<file path="src/core/asc_pkg.sv">
// asc_pkg: register map and field layout of the serial slot and master configuration block
// assumes an 8-bit register port with byte addresses as documented
package asc_pkg;
   localparam logic [7:0] ASC_OFS_CH3 = 8'h0d;
   localparam logic [7:0] ASC_OFS_CH4 = 8'h0e;
   localparam logic [7:0] ASC_OFS_CFGA = 8'h13;
   localparam logic [7:0] ASC_OFS_CFGB = 8'h14;
   localparam logic [7:0] ASC_OFS_SRC = 8'h16;
   localparam logic [5:0] ASC_RST_CH3 = 6'h02;
   localparam logic [5:0] ASC_RST_CH4 = 6'h03;
   localparam logic [7:0] ASC_RST_CFGA = 8'h02;
   localparam logic [7:0] ASC_RST_CFGB = 8'h48;
   localparam logic ASC_RST_SRC_MODE = 1'b0;
   localparam int ASC_BIT_ROLE = 7;
   localparam int ASC_BIT_AUTO = 6;
   localparam int ASC_BIT_PLLOFF = 5;
   localparam int ASC_BIT_GATE = 4;
   localparam int ASC_BIT_FAMILY = 3;
   localparam int ASC_BIT_SRC_MODE = 6;
   localparam int ASC_SLOT_HALF = 5;
   // reference frequencies in kHz, indexed by the frequency code
   localparam logic [14:0] ASC_REF_KHZ [8] = '{15'd12000, 15'd12288, 15'd13000, 15'd16000,
      15'd19200, 15'd19680, 15'd24000, 15'd24576};
endpackage

</file>
<file path="src/core/asc_serial_cfg.sv">
// asc_serial_cfg: slot maps for channels 3 and 4 and master/slave clock configuration
// assumes a synchronous 8-bit register port: one-cycle write strobe, read data next cycle
`timescale 1ns/10ps
`default_nettype none
//
// Contract
// - slot codes 0..31 give tdm slot n or left-half slot n
// - slot codes 32..63 give tdm slot n or right-half slot n-32
// - channel 3 slot field is bits 5..0, reset 2
// - channel 4 slot field is bits 5..0, reset 3, at offset 0xe
// - config bit 7 selects slave (0) or master (1) role
// - config bit 6 at 0 enables automatic clock derivation
// - config bit 5 disables the pll under automatic configuration
// - in master mode bit 4 gates the driven bit clock and frame sync
// - in master mode bit 3 picks 48 khz or 44.1 khz family
// - bits 2..0 code the reference frequency, reset 2
// - second master config register at 0x14, reset 0x48
// - source mode bit chooses code table or frame-sync multiple
module asc_serial_cfg
   import asc_pkg::*;
(
   // clock and reset
   input wire logic clk_sys_in,
   input wire logic rst_b_in,
   // register port
   input wire logic [7:0] reg_addr_in,
   input wire logic [7:0] reg_wdata_in,
   input wire logic reg_wr_in,
   input wire logic reg_rd_in,
   output logic [7:0] reg_rdata_out,
   // channel slot placement
   output logic [5:0] ch3_tdm_slot_out,
   output logic ch3_right_half_out,
   output logic [4:0] ch3_half_slot_out,
   output logic [5:0] ch4_tdm_slot_out,
   output logic ch4_right_half_out,
   output logic [4:0] ch4_half_slot_out,
   // serial clock control
   output logic master_mode_out,
   output logic serial_clock_drive_out,
   output logic auto_clock_out,
   output logic pll_enable_out,
   output logic rate_family_44k_out,
   output logic ref_from_code_out,
   output logic [14:0] ref_khz_out,
   output logic [7:0] cfg_b_out
);
   logic [5:0] third_channel_slot;
   logic [5:0] fourth_channel_slot;
   logic [7:0] cfg_a;
   logic [7:0] cfg_b;
   logic reference_frequency_source_mode;

   // write decode
   wire logic wr_ch3 = reg_wr_in && (reg_addr_in == ASC_OFS_CH3);
   wire logic wr_ch4 = reg_wr_in && (reg_addr_in == ASC_OFS_CH4);
   wire logic wr_cfga = reg_wr_in && (reg_addr_in == ASC_OFS_CFGA);
   wire logic wr_cfgb = reg_wr_in && (reg_addr_in == ASC_OFS_CFGB);
   wire logic wr_src = reg_wr_in && (reg_addr_in == ASC_OFS_SRC);

   // named fields of the first master config register
   wire logic bus_role_select = cfg_a[ASC_BIT_ROLE];
   wire logic auto_clock_off = cfg_a[ASC_BIT_AUTO];
   wire logic auto_pll_off = cfg_a[ASC_BIT_PLLOFF];
   wire logic serial_clock_gating = cfg_a[ASC_BIT_GATE];
   wire logic rate_family_select = cfg_a[ASC_BIT_FAMILY];
   wire logic [2:0] reference_frequency_code = cfg_a[2:0];

   // read mux; reserved and unmapped bits read zero
   logic [7:0] next_rdata;
   always_comb begin
      unique case (reg_addr_in)
         ASC_OFS_CH3: next_rdata = {2'b00, third_channel_slot};
         ASC_OFS_CH4: next_rdata = {2'b00, fourth_channel_slot};
         ASC_OFS_CFGA: next_rdata = cfg_a;
         ASC_OFS_CFGB: next_rdata = cfg_b;
         ASC_OFS_SRC: next_rdata = {1'b0, reference_frequency_source_mode, 6'h00};
         default: next_rdata = 8'h00;
      endcase
   end

   // configuration registers; reserved slot bits are dropped on write
   always_ff @(posedge clk_sys_in or negedge rst_b_in) begin
      if (!rst_b_in) begin
         third_channel_slot <= ASC_RST_CH3;
         fourth_channel_slot <= ASC_RST_CH4;
         cfg_a <= ASC_RST_CFGA;
         cfg_b <= ASC_RST_CFGB;
         reference_frequency_source_mode <= ASC_RST_SRC_MODE;
      end else begin
         if (wr_ch3)
            third_channel_slot <= reg_wdata_in[5:0];
         if (wr_ch4)
            fourth_channel_slot <= reg_wdata_in[5:0];
         if (wr_cfga)
            cfg_a <= reg_wdata_in;
         if (wr_cfgb)
            cfg_b <= reg_wdata_in;
         if (wr_src)
            reference_frequency_source_mode <= reg_wdata_in[ASC_BIT_SRC_MODE];
      end
   end

   // read data register
   always_ff @(posedge clk_sys_in or negedge rst_b_in) begin
      if (!rst_b_in)
         reg_rdata_out <= 8'h00;
      else if (reg_rd_in)
         reg_rdata_out <= next_rdata;
   end

   // derived clock controls
   wire logic next_drive = bus_role_select && !serial_clock_gating;
   wire logic next_pll = !auto_clock_off && !auto_pll_off;
   wire logic next_family = bus_role_select && rate_family_select;
   wire logic next_from_code = bus_role_select && !reference_frequency_source_mode;
   wire logic [14:0] next_ref = next_from_code ? ASC_REF_KHZ[reference_frequency_code] : 15'h0000;

   always_ff @(posedge clk_sys_in or negedge rst_b_in) begin
      if (!rst_b_in) begin
         master_mode_out <= 1'b0;
         serial_clock_drive_out <= 1'b0;
         auto_clock_out <= 1'b1;
         pll_enable_out <= 1'b1;
         rate_family_44k_out <= 1'b0;
         ref_from_code_out <= 1'b0;
         ref_khz_out <= 15'h0000;
         cfg_b_out <= ASC_RST_CFGB;
      end else begin
         master_mode_out <= bus_role_select;
         serial_clock_drive_out <= next_drive;
         auto_clock_out <= !auto_clock_off;
         pll_enable_out <= next_pll;
         rate_family_44k_out <= next_family;
         ref_from_code_out <= next_from_code;
         ref_khz_out <= next_ref;
         cfg_b_out <= cfg_b;
      end
   end

   // slot decoders
   asc_slot_decode u_ch3 (
      .clk_sys_in(clk_sys_in),
      .rst_b_in(rst_b_in),
      .slot_in(third_channel_slot),
      .tdm_slot_out(ch3_tdm_slot_out),
      .right_half_out(ch3_right_half_out),
      .half_slot_out(ch3_half_slot_out)
   );
   asc_slot_decode u_ch4 (
      .clk_sys_in(clk_sys_in),
      .rst_b_in(rst_b_in),
      .slot_in(fourth_channel_slot),
      .tdm_slot_out(ch4_tdm_slot_out),
      .right_half_out(ch4_right_half_out),
      .half_slot_out(ch4_half_slot_out)
   );

   // assertions
   property p_slot_left;
      @(posedge clk_sys_in) disable iff (!rst_b_in)
      (rst_b_in && third_channel_slot < 6'd32)
         |=> (!ch3_right_half_out && ch3_half_slot_out == $past(third_channel_slot[4:0]));
   endproperty
   a_slot_left: assert property (p_slot_left) else $error("left half slot wrong");
   property p_slot_right;
      @(posedge clk_sys_in) disable iff (!rst_b_in)
      (rst_b_in && fourth_channel_slot >= 6'd32)
         |=> (ch4_right_half_out && ch4_tdm_slot_out == $past(fourth_channel_slot));
   endproperty
   a_slot_right: assert property (p_slot_right) else $error("right half slot wrong");
   property p_ch3_wr;
      @(posedge clk_sys_in) disable iff (!rst_b_in)
      wr_ch3 |=> third_channel_slot == $past(reg_wdata_in[5:0]);
   endproperty
   a_ch3_wr: assert property (p_ch3_wr) else $error("third_channel_slot not written");
   property p_ch4_rd;
      @(posedge clk_sys_in) disable iff (!rst_b_in)
      (reg_rd_in && reg_addr_in == 8'h0e) |=> reg_rdata_out == {2'b00, $past(fourth_channel_slot)};
   endproperty
   a_ch4_rd: assert property (p_ch4_rd) else $error("ch4 readback wrong");
   property p_role;
      @(posedge clk_sys_in) disable iff (!rst_b_in)
      (wr_cfga && reg_wdata_in[7]) |=> ##1 master_mode_out;
   endproperty
   a_role: assert property (p_role) else $error("master mode not taken");
   property p_auto;
      @(posedge clk_sys_in) disable iff (!rst_b_in)
      ##1 auto_clock_out == !$past(cfg_a[ASC_BIT_AUTO]);
   endproperty
   a_auto: assert property (p_auto) else $error("auto clock wrong");
   property p_pll;
      @(posedge clk_sys_in) disable iff (!rst_b_in)
      (!auto_clock_off && auto_pll_off) |=> !pll_enable_out;
   endproperty
   a_pll: assert property (p_pll) else $error("pll not disabled");
   property p_gate;
      @(posedge clk_sys_in) disable iff (!rst_b_in)
      serial_clock_drive_out |-> $past(bus_role_select) && !$past(serial_clock_gating);
   endproperty
   a_gate: assert property (p_gate) else $error("clock driven while gated or slave");
   property p_family;
      @(posedge clk_sys_in) disable iff (!rst_b_in)
      (bus_role_select && rate_family_select) |=> rate_family_44k_out;
   endproperty
   a_family: assert property (p_family) else $error("rate family wrong");
   property p_ref;
      @(posedge clk_sys_in) disable iff (!rst_b_in)
      (bus_role_select && !reference_frequency_source_mode && reference_frequency_code == 3'd1)
         |=> ref_khz_out == 15'd12288;
   endproperty
   a_ref: assert property (p_ref) else $error("reference frequency wrong");
   property p_cfgb;
      @(posedge clk_sys_in) disable iff (!rst_b_in)
      (reg_rd_in && reg_addr_in == 8'h14) |=> reg_rdata_out == $past(cfg_b);
   endproperty
   a_cfgb: assert property (p_cfgb) else $error("config b readback wrong");
   property p_src;
      @(posedge clk_sys_in) disable iff (!rst_b_in)
      reference_frequency_source_mode |=> !ref_from_code_out && ref_khz_out == 15'h0000;
   endproperty
   a_src: assert property (p_src) else $error("source mode ignored");
   property p_rsv;
      @(posedge clk_sys_in) disable iff (!rst_b_in)
      (reg_rd_in && (reg_addr_in == 8'h0d || reg_addr_in == 8'h0e)) |=> reg_rdata_out[7:6] == 2'b00;
   endproperty
   a_rsv: assert property (p_rsv) else $error("reserved bits not zero");
   c_master: cover property (@(posedge clk_sys_in) disable iff (!rst_b_in) serial_clock_drive_out);
   c_right: cover property (@(posedge clk_sys_in) disable iff (!rst_b_in) ch3_right_half_out);
   c_ref: cover property (@(posedge clk_sys_in) disable iff (!rst_b_in) ref_khz_out == 15'd24576);
endmodule
`default_nettype wire

</file>
<file path="src/core/asc_slot_decode.sv">
// asc_slot_decode: turns a six-bit slot field into tdm slot, half and half-slot number
// assumes a registered field at its input; output is registered
`timescale 1ns/10ps
`default_nettype none
module asc_slot_decode
   import asc_pkg::*;
(
   // clock and reset
   input wire logic clk_sys_in,
   input wire logic rst_b_in,
   // field
   input wire logic [5:0] slot_in,
   // decoded slot
   output logic [5:0] tdm_slot_out,
   output logic right_half_out,
   output logic [4:0] half_slot_out
);
   // low five bits give the half slot, bit 5 chooses the half
   always_ff @(posedge clk_sys_in or negedge rst_b_in) begin
      if (!rst_b_in) begin
         tdm_slot_out <= 6'h00;
         right_half_out <= 1'b0;
         half_slot_out <= 5'h00;
      end else begin
         tdm_slot_out <= slot_in;
         right_half_out <= slot_in[ASC_SLOT_HALF];
         half_slot_out <= slot_in[4:0];
      end
   end
endmodule
`default_nettype wire

</file>
<file path="config.mk">
export PLATFORM = sky130hd
export DESIGN_NAME = asc_serial_cfg
export DESIGN_NICKNAME = d
export VERILOG_FILES = /design/src/core/asc_pkg.sv /design/src/core/asc_serial_cfg.sv /design/src/core/asc_slot_decode.sv
export SDC_FILE = /design/constraint.sdc
export NUM_CORES = 1
export LEC_CHECK = 0
export ABC_AREA = 0
export BUFFER_PORTS_ARGS = -buffer_cell sky130_fd_sc_hd__buf_4
export CAP_MARGIN = 20
export CORE_UTILIZATION = 36
export CTS_CLUSTER_DIAMETER = 30
export CTS_CLUSTER_SIZE = 28
export DETAILED_ROUTE_END_ITERATION = 16
export GPL_ROUTABILITY_DRIVEN = 0
export PLACE_DENSITY = 0.55
export SYNTH_ARGS = -nofsm -noshare
export SYNTH_HDL_FRONTEND = slang
export SYNTH_HIERARCHICAL = 1
export SYNTH_SLANG_ARGS = --single-unit
</file>
<file path="constraint.sdc">
create_clock -name clk_sys_in -period 1.8 [get_ports clk_sys_in]
set_input_delay 0.18 -clock clk_sys_in [delete_from_list [all_inputs] [get_ports clk_sys_in]]
set_output_delay 0.18 -clock clk_sys_in [all_outputs]
set_load 0.01 [all_outputs]
</file>
==> results.toml, run 1 <==
[run_status]
status = "finished clean"

[critical_path]
reg2regPathDepth = 4
cp_max_fo = 8
crit_type = "reg2reg"
r2r_start = "cfg_a[1]"
start_kind = "flip-flop"
rr_endpoint = "ref_khz_out[6]"
cp_cell_sequence = "inv_1 > ha_1 > o21ai_0 > a21oi_1"
end_kind = "flip-flop"
crit_required_ns = 2.02
reg2reg_slack_ns = 0.29
cp_slowest_cell = "dfstp_2"
cpPeakStageDelay_ns = 0.61
arrival_ns = 1.73

[global_route]
track_usage_pct = 15.98
grt_pass1_wl_um = 10220
grt_pass1_vias = 1921
grt_max_degree = 55
gr-total-overflow = 0
antenna_found_initial = 0

[hold_path]
min_path_type = "in2reg"
hp-start = "reg_wdata_in[7]"
min_path_cells = 2
hold_end = "cfg_a[7]"

[logic_synthesis]
synth_seq_cells = 74
synth_seq_area_share_pct = 60.40
yosysWarnings = 6
async_reset_ff_share_pct = 100.0
syn_avg_cell_area_um2 = 13.02
ys.flop_type = "dfrtp_1"
synth-edff-count = 0
synth_cells = 237
netlist_area_um2 = 3087
ys_types = 40

[cells_and_area]
drive_above_1_share_pct = 46.71
nNetsFinal = 339
postLayoutCellArea_um2 = 3988
final_util_pct = 48.29
antenna_cells = 0
syn_to_final_growth_pct = 29.19
stdcell_count = 424
nFillCells = 789

[cts]
cts_tree = "yes"
clk_pin_slew_ns = 0.08
cts-buffers-inserted = 9
cts_resized = 0
cts_root_buf = "clkbuf_8"
clock_sinks = 74
holdBufCountCts = 1
htreeDepth = 3
clk_path_buf_depth = 2
postCtsSetupRepairBufs = 0
clock_latency_ns = 0.35

[sta]
hold_violations = 0
fmax_ghz = 0.6614
tightestPinTransition_ns = 0.5426
setup-tns-final_ns = 0
finClkSkew_ns = 0.007190
maxSlewViolCount = 0
setup_viol = 0
period_needed_ns = 1.512
fin_crit_sh_pct = 84.00
max_slew_margin_pct = 63.67
rsz0062_at_grt = "no"

[detailed_routing]
drt_iter0_markers = 64
vias_per_cell = 4.828
vias = 2047
wl_per_cell_um = 15.31
wirelength_um = 6491
drc = 0
dr.pass1.iters = 4
ant_nets = 0

[die]
coreArea_um2 = 8258
die_y_um = 94.60
start_util_pct = 37.38
rows = 33
dieArea_um2 = 8948
ios = 81
die_x_um = 94.60

[job]
cap_violations = 0

[place]
dp_hpwl_um = 4556
place_inst = 407
placed_area_um2 = 3740
port-buffer-count = 76

[power_and_ir_drop]
vdd_drop_max_v = 0.0003595
p_leak_nw = 1.958
p_per_area_nw_per_um2 = 897.3
synthesized netlist by cell type (3+ instances only):
library cell	number	area, µm²
buf_4	16	120.1
mux2_2	29	326.6
nor3b_1	7	52.55
nor2_1	6	22.52
a2111oi_0	6	52.55
dfrtp_1	64	1602
nand2_1	9	33.78
dfstp_2	10	262.8
o22ai_1	8	50.05
inv_1	19	71.32
a21oi_1	4	20.02
mux2i_1	3	30.03
ha_1	5	62.56
buf_2	5	25.02
nor3_1	3	15.01
nor4_1	13	81.33
state kept, by name, summed over array words and instances (netlist names), 5 cells and up:
signal	count
cfg_b	8
cfg_a	8
fourth_channel_slot	6
third_channel_slot	6
ref_khz_out	11
reg_rdata_out	8
u_ch3/tdm_slot_out	5
cfg_b_out	8
u_ch4/tdm_slot_out	5
through the flow:
step | hold WS, ns | setup WS (ns) | power, mW
floorplan | -0.1156 | 0.3948 | 1.959
global placement | 0.08818 | 0.09683 | 2.129
detailed placement | 0.08842 | 0.07727 | 2.131
CTS | 0.05929 | 0.3004 | 3.622
global route | 0.06071 | 0.2308 | 3.730
finish | 0.06702 | 0.2880 | 3.578
kinds of logic (layout without fill, tap and decap cells):
| logic type | count (synthesis) | after routing | synth area share (%) |
|---|---|---|---|
| AOI/OAI and AO/OA | 24 | 24 | 5.432 |
| adders and majority gates | 5 | 5 | 2.027 |
| xor gates and xnor gates | 1 | 1 | 0.2838 |
| and+or+nand+nor | 55 | 55 | 12.32 |
| DFF | 74 | 74 | 60.40 |
| muxes | 32 | 32 | 11.55 |
| buffers and inverters | 45 | 124 | 7.864 |
| other | 1 | 4 | 0.1215 |
metal layers:
layer	routed length (µm)	GRT usage [%]	part of all wire [%]	vias up
li1	-	-	-	962
met1	3005	21.82	46	1001
met2	2960	22.64	46	70
met3	362	4.911	5.6	14
met4	162	8.586	2.5	0
met5	0	0	0	-
report_power, final:
part           internal (mW)  total, mW  switching (mW)
logic                  0.148      0.314           0.166
clock network          0.891       1.48           0.590
registers               1.74       1.78          0.0450
area by class of cell:
cell class | count | area, µm² | share of cell area [%]
Tap cell | 105 | 131.4 | 3.295
Inverter | 20 | 75.07 | 1.883
Clock inverter | 4 | 72.57 | 1.820
Clock buffer | 12 | 165.2 | 4.142
Timing Repair Buffer | 88 | 688.2 | 17.26
Sequential cell | 74 | 1864 | 46.75
Multi-Input combinational cell | 121 | 991.0 | 24.85
critical path, delay by kind of cell (launching register included):
kind,cells,cell delay (ns)
DFF,1,0.61
adders and majority gates,1,0.32
buffers and inverters,1,0.10
AOI/OAI and AO/OA,2,0.34
cells in the final DEF, fill, tap and decap left out, types with 2 or more instances in the layout:
| master | synthesis | final |
|---|---|---|
| nand2_2 | 2 | 2 |
| dfrtp_1 | 64 | 64 |
| nor4_1 | 13 | 13 |
| nand2_1 | 9 | 9 |
| mux2_2 | 29 | 29 |
| nand2b_1 | 2 | 2 |
| a21oi_1 | 4 | 4 |
| nor3_1 | 3 | 3 |
| buf_4 | 16 | 85 |
| mux2i_1 | 3 | 3 |
| nor2b_1 | 2 | 2 |
| nor3b_1 | 7 | 7 |
| bufinv_16 | 0 | 2 |
| and2_1 | 2 | 2 |
| nor3_4 | 2 | 2 |
| inv_1 | 19 | 19 |
| buf_12 | 0 | 2 |
| dfstp_2 | 10 | 10 |
| a2111oi_0 | 6 | 6 |
| ha_1 | 5 | 5 |
| o22ai_1 | 8 | 8 |
| conb_1 | 1 | 4 |
| nor2_1 | 6 | 6 |
| clkbuf_8 | 0 | 12 |
worst max path at each step:
stage | startpoint | to | slack [ns] | depth (start not counted)
after floorplan | reg_addr_in[5] | third_channel_slot[0] | 0.39 | 4
after global placement | reg_addr_in[5] | third_channel_slot[4] | 0.1 | 5
after detailed placement | reg_addr_in[5] | third_channel_slot[3] | 0.08 | 5
after CTS | cfg_a[1] | ref_khz_out[6] | 0.30 | 4
after global routing | cfg_a[1] | ref_khz_out[6] | 0.23 | 4
final | cfg_a[1] | ref_khz_out[6] | 0.29 | 4
Note: power is estimated with default switching activity, not from simulation.
==> inputs of run 2 (changes only) <==
--- a/config.mk
+++ b/config.mk
@@ -5,7 +5,7 @@
 export SDC_FILE = /design/constraint.sdc
 export NUM_CORES = 1
 export LEC_CHECK = 0
-export ABC_AREA = 0
+export ABC_AREA = 1
 export BUFFER_PORTS_ARGS = -buffer_cell sky130_fd_sc_hd__buf_4
 export CAP_MARGIN = 20
 export CORE_UTILIZATION = 36
@@ -13,7 +13,7 @@
 export CTS_CLUSTER_SIZE = 28
 export DETAILED_ROUTE_END_ITERATION = 16
 export GPL_ROUTABILITY_DRIVEN = 0
-export PLACE_DENSITY = 0.55
+export PLACE_DENSITY = 0.57
 export SYNTH_ARGS = -nofsm -noshare
 export SYNTH_HDL_FRONTEND = slang
 export SYNTH_HIERARCHICAL = 1
==> constraint.sdc (replaced) <==
create_clock -name clk_sys_in -period 1.32 [get_ports clk_sys_in]
set_input_delay 0.132 -clock clk_sys_in [delete_from_list [all_inputs] [get_ports clk_sys_in]]
set_output_delay 0.132 -clock clk_sys_in [all_outputs]
set_load 0.01 [all_outputs]
==> run 2 against run 1 <==
Final cell count rose by 16%. Setup slack got worse by 0.23 ns. Clock power barely moved. Via count rose by 11%. Count of clock-buffer cells in the layout fell by 2. Critical path type unchanged.
==> results.toml, run 2 <==
[run_status]
status = "finished clean"

[logic_synthesis]
syn_avg_cell_area_um2 = 10.44
synth-edff-count = 0
synth_top_area_share_pct = 50.63
synth_seq_cells = 74
yosys.area.top_type = "dfrtp_1"
synth_seq_area_share_pct = 58.94
async_reset_ff_share_pct = 100.0
synth_area_leaders = "dfrtp_1 (51%), dfstp_2 (8.3%), nand2_1 (8.3%)"
ys.flop_type = "dfrtp_1"
ys_types = 27
yosysMostFrequentCell = "nand2_1"
synth_commonest_cells = "nand2_1 (70), dfrtp_1 (64), nand3_1 (30)"
synth_cells = 303
yosysWarnings = 6
netlist_area_um2 = 3163

[critical_path]
crit_type = "reg2reg"
cp-startpoint = "cfg_a[1]"
path_buf_inv = 1
end_kind = "flip-flop"
cp_cell_sequence = "inv_1 > ha_1 > o21ai_1 > nor2_1"
crit_required_ns = 1.55
cp_max_fo = 3
arrival_ns = 1.49
rr_endpoint = "ref_khz_out[10]"
reg2reg_slack_ns = 0.06
cp_slowest_cell = "dfstp_2"
reg2regPathDepth = 4
start_kind = "flip-flop"
cpPeakStageDelay_ns = 0.53
r2r_start = "cfg_a[1]"
cp_top_family = "flip-flops"
setup.worst_path.end = "ref_khz_out[10]"
cp.depth = 4

[cts]
clk_pin_slew_ns = 0.08
clock_latency_ns = 0.35
cts-buffers-inserted = 9
cts_tree = "yes"
htreeDepth = 3
clock_sinks = 74
clk_path_buf_depth = 2
cts_root_buf = "clkbuf_8"

[cells_and_area]
regArea_um2 = 1864
final_common_cell = "buf_4"
drive_above_1_share_pct = 34.11
syn_to_final_growth_pct = 25.20
final_util_pct = 47.48
multiInputGateArea_um2 = 1008
nNetsFinal = 407
final_cell_mix = "buf_4 (86), nand2_1 (70), dfrtp_1 (64), nand3_1 (30), inv_1 (23)"
antenna_cells = 0
largest_reg_flops = 11
regMostFlops = "ref_khz_out"
nFillCells = 811
stdcell_count = 492

[detailed_routing]
wirelength_um = 6793
wl_per_cell_um = 13.81
drt_iter0_markers = 122
vias_per_cell = 4.602
drc = 0
dr.pass1.iters = 4
vias = 2264
ant_nets = 0

[power_and_ir_drop]
vdd_drop_max_v = 0.0005259
clkPwrFrac_pct = 32.9
p_leak_nw = 2.107
p_per_area_nw_per_um2 = 1140
switchingPower_mw = 1.181
pwr-share-comb_pct = 11.6
p_sw_share_pct = 26.16
p_int_mw = 3.333
seq_power_share_pct = 55.5

[global_route]
gr-total-overflow = 0
grt_max_degree = 38
grt_pass1_vias = 2002
track_usage_pct = 15.85
grt_pass1_wl_um = 10440
antenna_found_initial = 0

[die]
ios = 81
start_util_pct = 37.92
coreArea_um2 = 8341
dieArea_um2 = 9165
die_x_um = 95.74
die_y_um = 95.74
rows = 33

[sta]
fin_crit_sh_pct = 95.62
setup-tns-final_ns = 0
setup_viol = 0
rsz0062_at_grt = "yes"
finClkSkew_ns = 0.01710
fmax_ghz = 0.7923
maxSlewViolCount = 0
hold_violations = 0
period_needed_ns = 1.262

[place]
dp_hpwl_um = 5033
place_inst = 475
port-buffer-count = 76

[hold_path]
min_path_type = "in2reg"

[job]
cap_violations = 0
[run 2: cell count changes in the layout (fill, tap and decap cells not counted), moves of 4 or more]
cell / previous run / this run
a2111oi_0: 6 / 0
inv_1: 19 / 23
mux2_2: 29 / 0
nand2_1: 9 / 70
nand3_1: 0 / 30
nor2_1: 6 / 13
nor2_4: 0 / 6
nor3b_1: 7 / 0
nor4_1: 13 / 0
o21a_1: 1 / 20
o21ai_0: 1 / 15
o22ai_1: 8 / 0
[run 2: cell type report]
cell class | instances | share of cell area, %
clock buffer | 10 | 3.223
clock inverter | 6 | 0.8847
inverter | 26 | 2.464
multi-input combinational | 182 | 25.47
sequential | 74 | 47.08
tap | 105 | 3.318
timing repair buffer | 89 | 17.57
[run 2: stage by stage]
stage	total power, mW	hold slack (ns)	instance area [µm²]	setup slack (ns)
2_1_floorplan	2.791	-0.1636	3176	0.03625
3_3_place_gp	3.072	0.01333	3782	0.05774
3_5_place_dp	3.081	0.01896	3782	0.02463
4_1_cts	4.569	0.04193	3955	0.02598
5_1_grt	4.751	0.04901	3960	-0.02712
6_report	4.514	0.05163	3960	0.05781
[run 2: kinds of logic (layout without fill, tap and decap cells)]
logic type                 Yosys count  count (layout)  synth area share [%]
AOI/OAI and AO/OA                   44              44                 8.781
DFF                                 74              74                 58.94
and+or+nand+nor                    129             129                 20.49
adders and majority gates            5               5                 1.978
buffers and inverters               50             131                 9.691
other                                1               4                0.1186
[run 2: worst min path at each step]
stage | start | endpoint | slack [ns] | depth (start not counted)
floorplan | rst_b_in | cfg_a[0] | -0.16 | 0
CTS | reg_rd_in | reg_rdata_out[7] | 0.04 | 3
detailed placement | rst_b_in | ref_from_code_out | 0.02 | 1
global placement | rst_b_in | ref_from_code_out | 0.01 | 1
finish | reg_rd_in | reg_rdata_out[7] | 0.05 | 3
global route | reg_rd_in | reg_rdata_out[7] | 0.05 | 3
[run 2: layer usage]
layer / GRT usage [%] / share of wire (%) / routed length [µm] / vias up
li1: - / - / - / 1105
met1: 22.57 / 47 / 3214 / 1092
met2: 23.15 / 47 / 3188 / 58
met3: 3.870 / 4.2 / 284 / 9
met4: 6.343 / 1.5 / 104 / 0
met5: 0 / 0 / 0 / -
[run 2: power groups by stage]
stage               Combinational (mW)  Sequential [mW]  Clock, mW
finish                           0.526             2.50       1.48
global route                     0.581             2.52       1.65
floorplan                        0.232             2.56          0
CTS                              0.534             2.51       1.53
detailed placement               0.530             2.55          0
global placement                 0.525             2.55          0
[run 2: worst min-delay path: stages]
cell and delay (ns):
buf_4 0.13, nand2_1 0.06, nand2_1 0.05
[run 2: timing repair]
item / CTS / global route
gates resized for setup: 0 / 1
endpoints found under the setup margin: 0 / 4
endpoints found under the hold margin: 65 / 0
hold buffers: 1 / 0
buffers inserted: 0 / 0
==> inputs of run 3 (changes only) <==
--- a/config.mk
+++ b/config.mk
@@ -9,6 +9,7 @@
 export BUFFER_PORTS_ARGS = -buffer_cell sky130_fd_sc_hd__buf_4
 export CAP_MARGIN = 20
 export CORE_UTILIZATION = 36
+export CTS_BUF_LIST = sky130_fd_sc_hd__clkbuf_8 sky130_fd_sc_hd__clkbuf_16
 export CTS_CLUSTER_DIAMETER = 30
 export CTS_CLUSTER_SIZE = 28
 export DETAILED_ROUTE_END_ITERATION = 16
==> run 3 against run 2 <==
Global-route usage stayed put. Flip-flop and latch count is the same. Utilization unchanged. Design area unchanged. Total power down 0.21%. Combinational power about the same. First-iteration DRC count did not move. Clock power is essentially flat. Critical path depth unchanged. Routed wire length hardly changed. Critical endpoint unchanged.
==> results.toml, run 3 (synthesis results as in run 2) <==
[run_status]
status = "finished clean"

[detailed_routing]
vias = 2269
wirelength_um = 6796
drc = 0
vias_per_cell = 4.612
dr.pass1.iters = 4
drt_iter0_markers = 122
ant_nets = 0
wl_per_cell_um = 13.81

[cts]
clock_sinks = 74
cts_root_buf = "clkbuf_8"
cts-buffers-inserted = 9
postCtsSetupRepairBufs = 0
htreeDepth = 3
clock_latency_ns = 0.35
clk_pin_slew_ns = 0.08
clk_path_buf_depth = 2
cts_tree = "yes"

[global_route]
gr-total-overflow = 0
track_usage_pct = 15.85
grt_pass1_wl_um = 10440
antenna_found_initial = 0
grt_pass1_vias = 2002
grt_max_degree = 38

[sta]
fmax_ghz = 0.7923
rsz0062_at_grt = "yes"
setup_viol = 0
finClkSkew_ns = 0.01720
setup-tns-final_ns = 0
worst_slack_ns = 0.05781
period_needed_ns = 1.262
fin_crit_sh_pct = 95.62
maxSlewViolCount = 0
fin_hold_ws_ns = 0.04940
hold_violations = 0

[cells_and_area]
nFillCells = 811
final_common_cell = "buf_4"
drive_above_1_share_pct = 34.11
regMostFlops = "ref_khz_out"
syn_to_final_growth_pct = 25.20
antenna_cells = 0
largest_reg_flops = 11
nNetsFinal = 407
stdcell_count = 492
final_cell_mix = "buf_4 (86), nand2_1 (70), dfrtp_1 (64), nand3_1 (30), inv_1 (24)"

[critical_path]
arrival_ns = 1.49
reg2reg_slack_ns = 0.06
cp_max_fo = 3
start_kind = "flip-flop"
end_kind = "flip-flop"
crit_required_ns = 1.55
crit_type = "reg2reg"

[power_and_ir_drop]
vdd_drop_max_v = 0.0005258
seq_power_share_pct = 55.6
p_per_area_nw_per_um2 = 1138
p_int_mw = 3.326
p_leak_nw = 2.111
clkPwrFrac_pct = 32.7
switchingPower_mw = 1.179
pwr-share-comb_pct = 11.7
p_sw_share_pct = 26.17
p_total_mw = 4.505

[die]
die_x_um = 95.74
coreArea_um2 = 8341
ios = 81
die_y_um = 95.74
rows = 33
dieArea_um2 = 9165
start_util_pct = 37.92

[place]
dp_hpwl_um = 5033
port-buffer-count = 76
preCtsSetupSlack_ns = 0.02463
place_inst = 475

[hold_path]
min_path_type = "in2reg"

[job]
cap_violations = 0
[run 3: layer usage]
layer / routed length, µm / up-vias / global-route usage [%] / part of all wire [%]
met3: 288 / 9 / 3.870 / 4.2
met2: 3197 / 60 / 23.15 / 47
li1: - / 1107 / - / -
met5: 0 / - / 0 / 0
met4: 103 / 0 / 6.343 / 1.5
met1: 3206 / 1093 / 22.57 / 47
[run 3: area by class of cell]
| class | instances | area (µm²) | area share (%) |
|---|---|---|---|
| Clock inverter | 7 | 38.79 | 0.9795 |
| Tap cell | 105 | 131.4 | 3.318 |
| Sequential cell | 74 | 1864 | 47.08 |
| Inverter | 26 | 97.59 | 2.464 |
| Clock buffer | 9 | 123.9 | 3.128 |
| Timing Repair Buffer | 89 | 695.7 | 17.57 |
| Multi-Input combinational cell | 182 | 1008 | 25.47 |
[run 3: metrics by stage]
| step | instance area [µm²] | util (%) |
|---|---|---|
| CTS | 3955 | 47.42 |
| detailed placement | 3782 | 45.35 |
| global placement | 3782 | 45.35 |
| global route | 3960 | 47.48 |
| finish | 3960 | 47.48 |
| floorplan | 3176 | - |
[run 3: what timing repair did]
action                     4_1_cts  5_1_grt
resized for setup                0        1
hold buffers                     1        0
setup endpoints to repair        0        4
hold endpoints to repair        65        0
[run 3: power by group through the flow]
stage	clock (mW)	sequential, mW	combinational (mW)
3_3_place_gp	0	2.55	0.525
3_5_place_dp	0	2.55	0.530
6_report	1.47	2.50	0.525
5_1_grt	1.64	2.52	0.581
2_1_floorplan	0	2.56	0.232
4_1_cts	1.52	2.51	0.534
[run 3: worst max-delay path, cell delays in order (launching register included)]
cell,delay (ns)
dfstp_2,0.53
inv_1,0.05
ha_1,0.28
o21ai_1,0.22
nor2_1,0.07
[run 3: final timing paths]
kind / endpoint / cells after the start / from
worst max-delay path: ref_khz_out[10] / 4 / cfg_a[1]
worst min-delay path: reg_rdata_out[7] / 3 / reg_rd_in
worst min register to register: cfg_b_out[3] / 0 / cfg_b[3]
worst max register to register: ref_khz_out[10] / 4 / cfg_a[1]
min in group asynchronous: ref_from_code_out / 2 / rst_b_in
max in group asynchronous: fourth_channel_slot[1] / 3 / rst_b_in
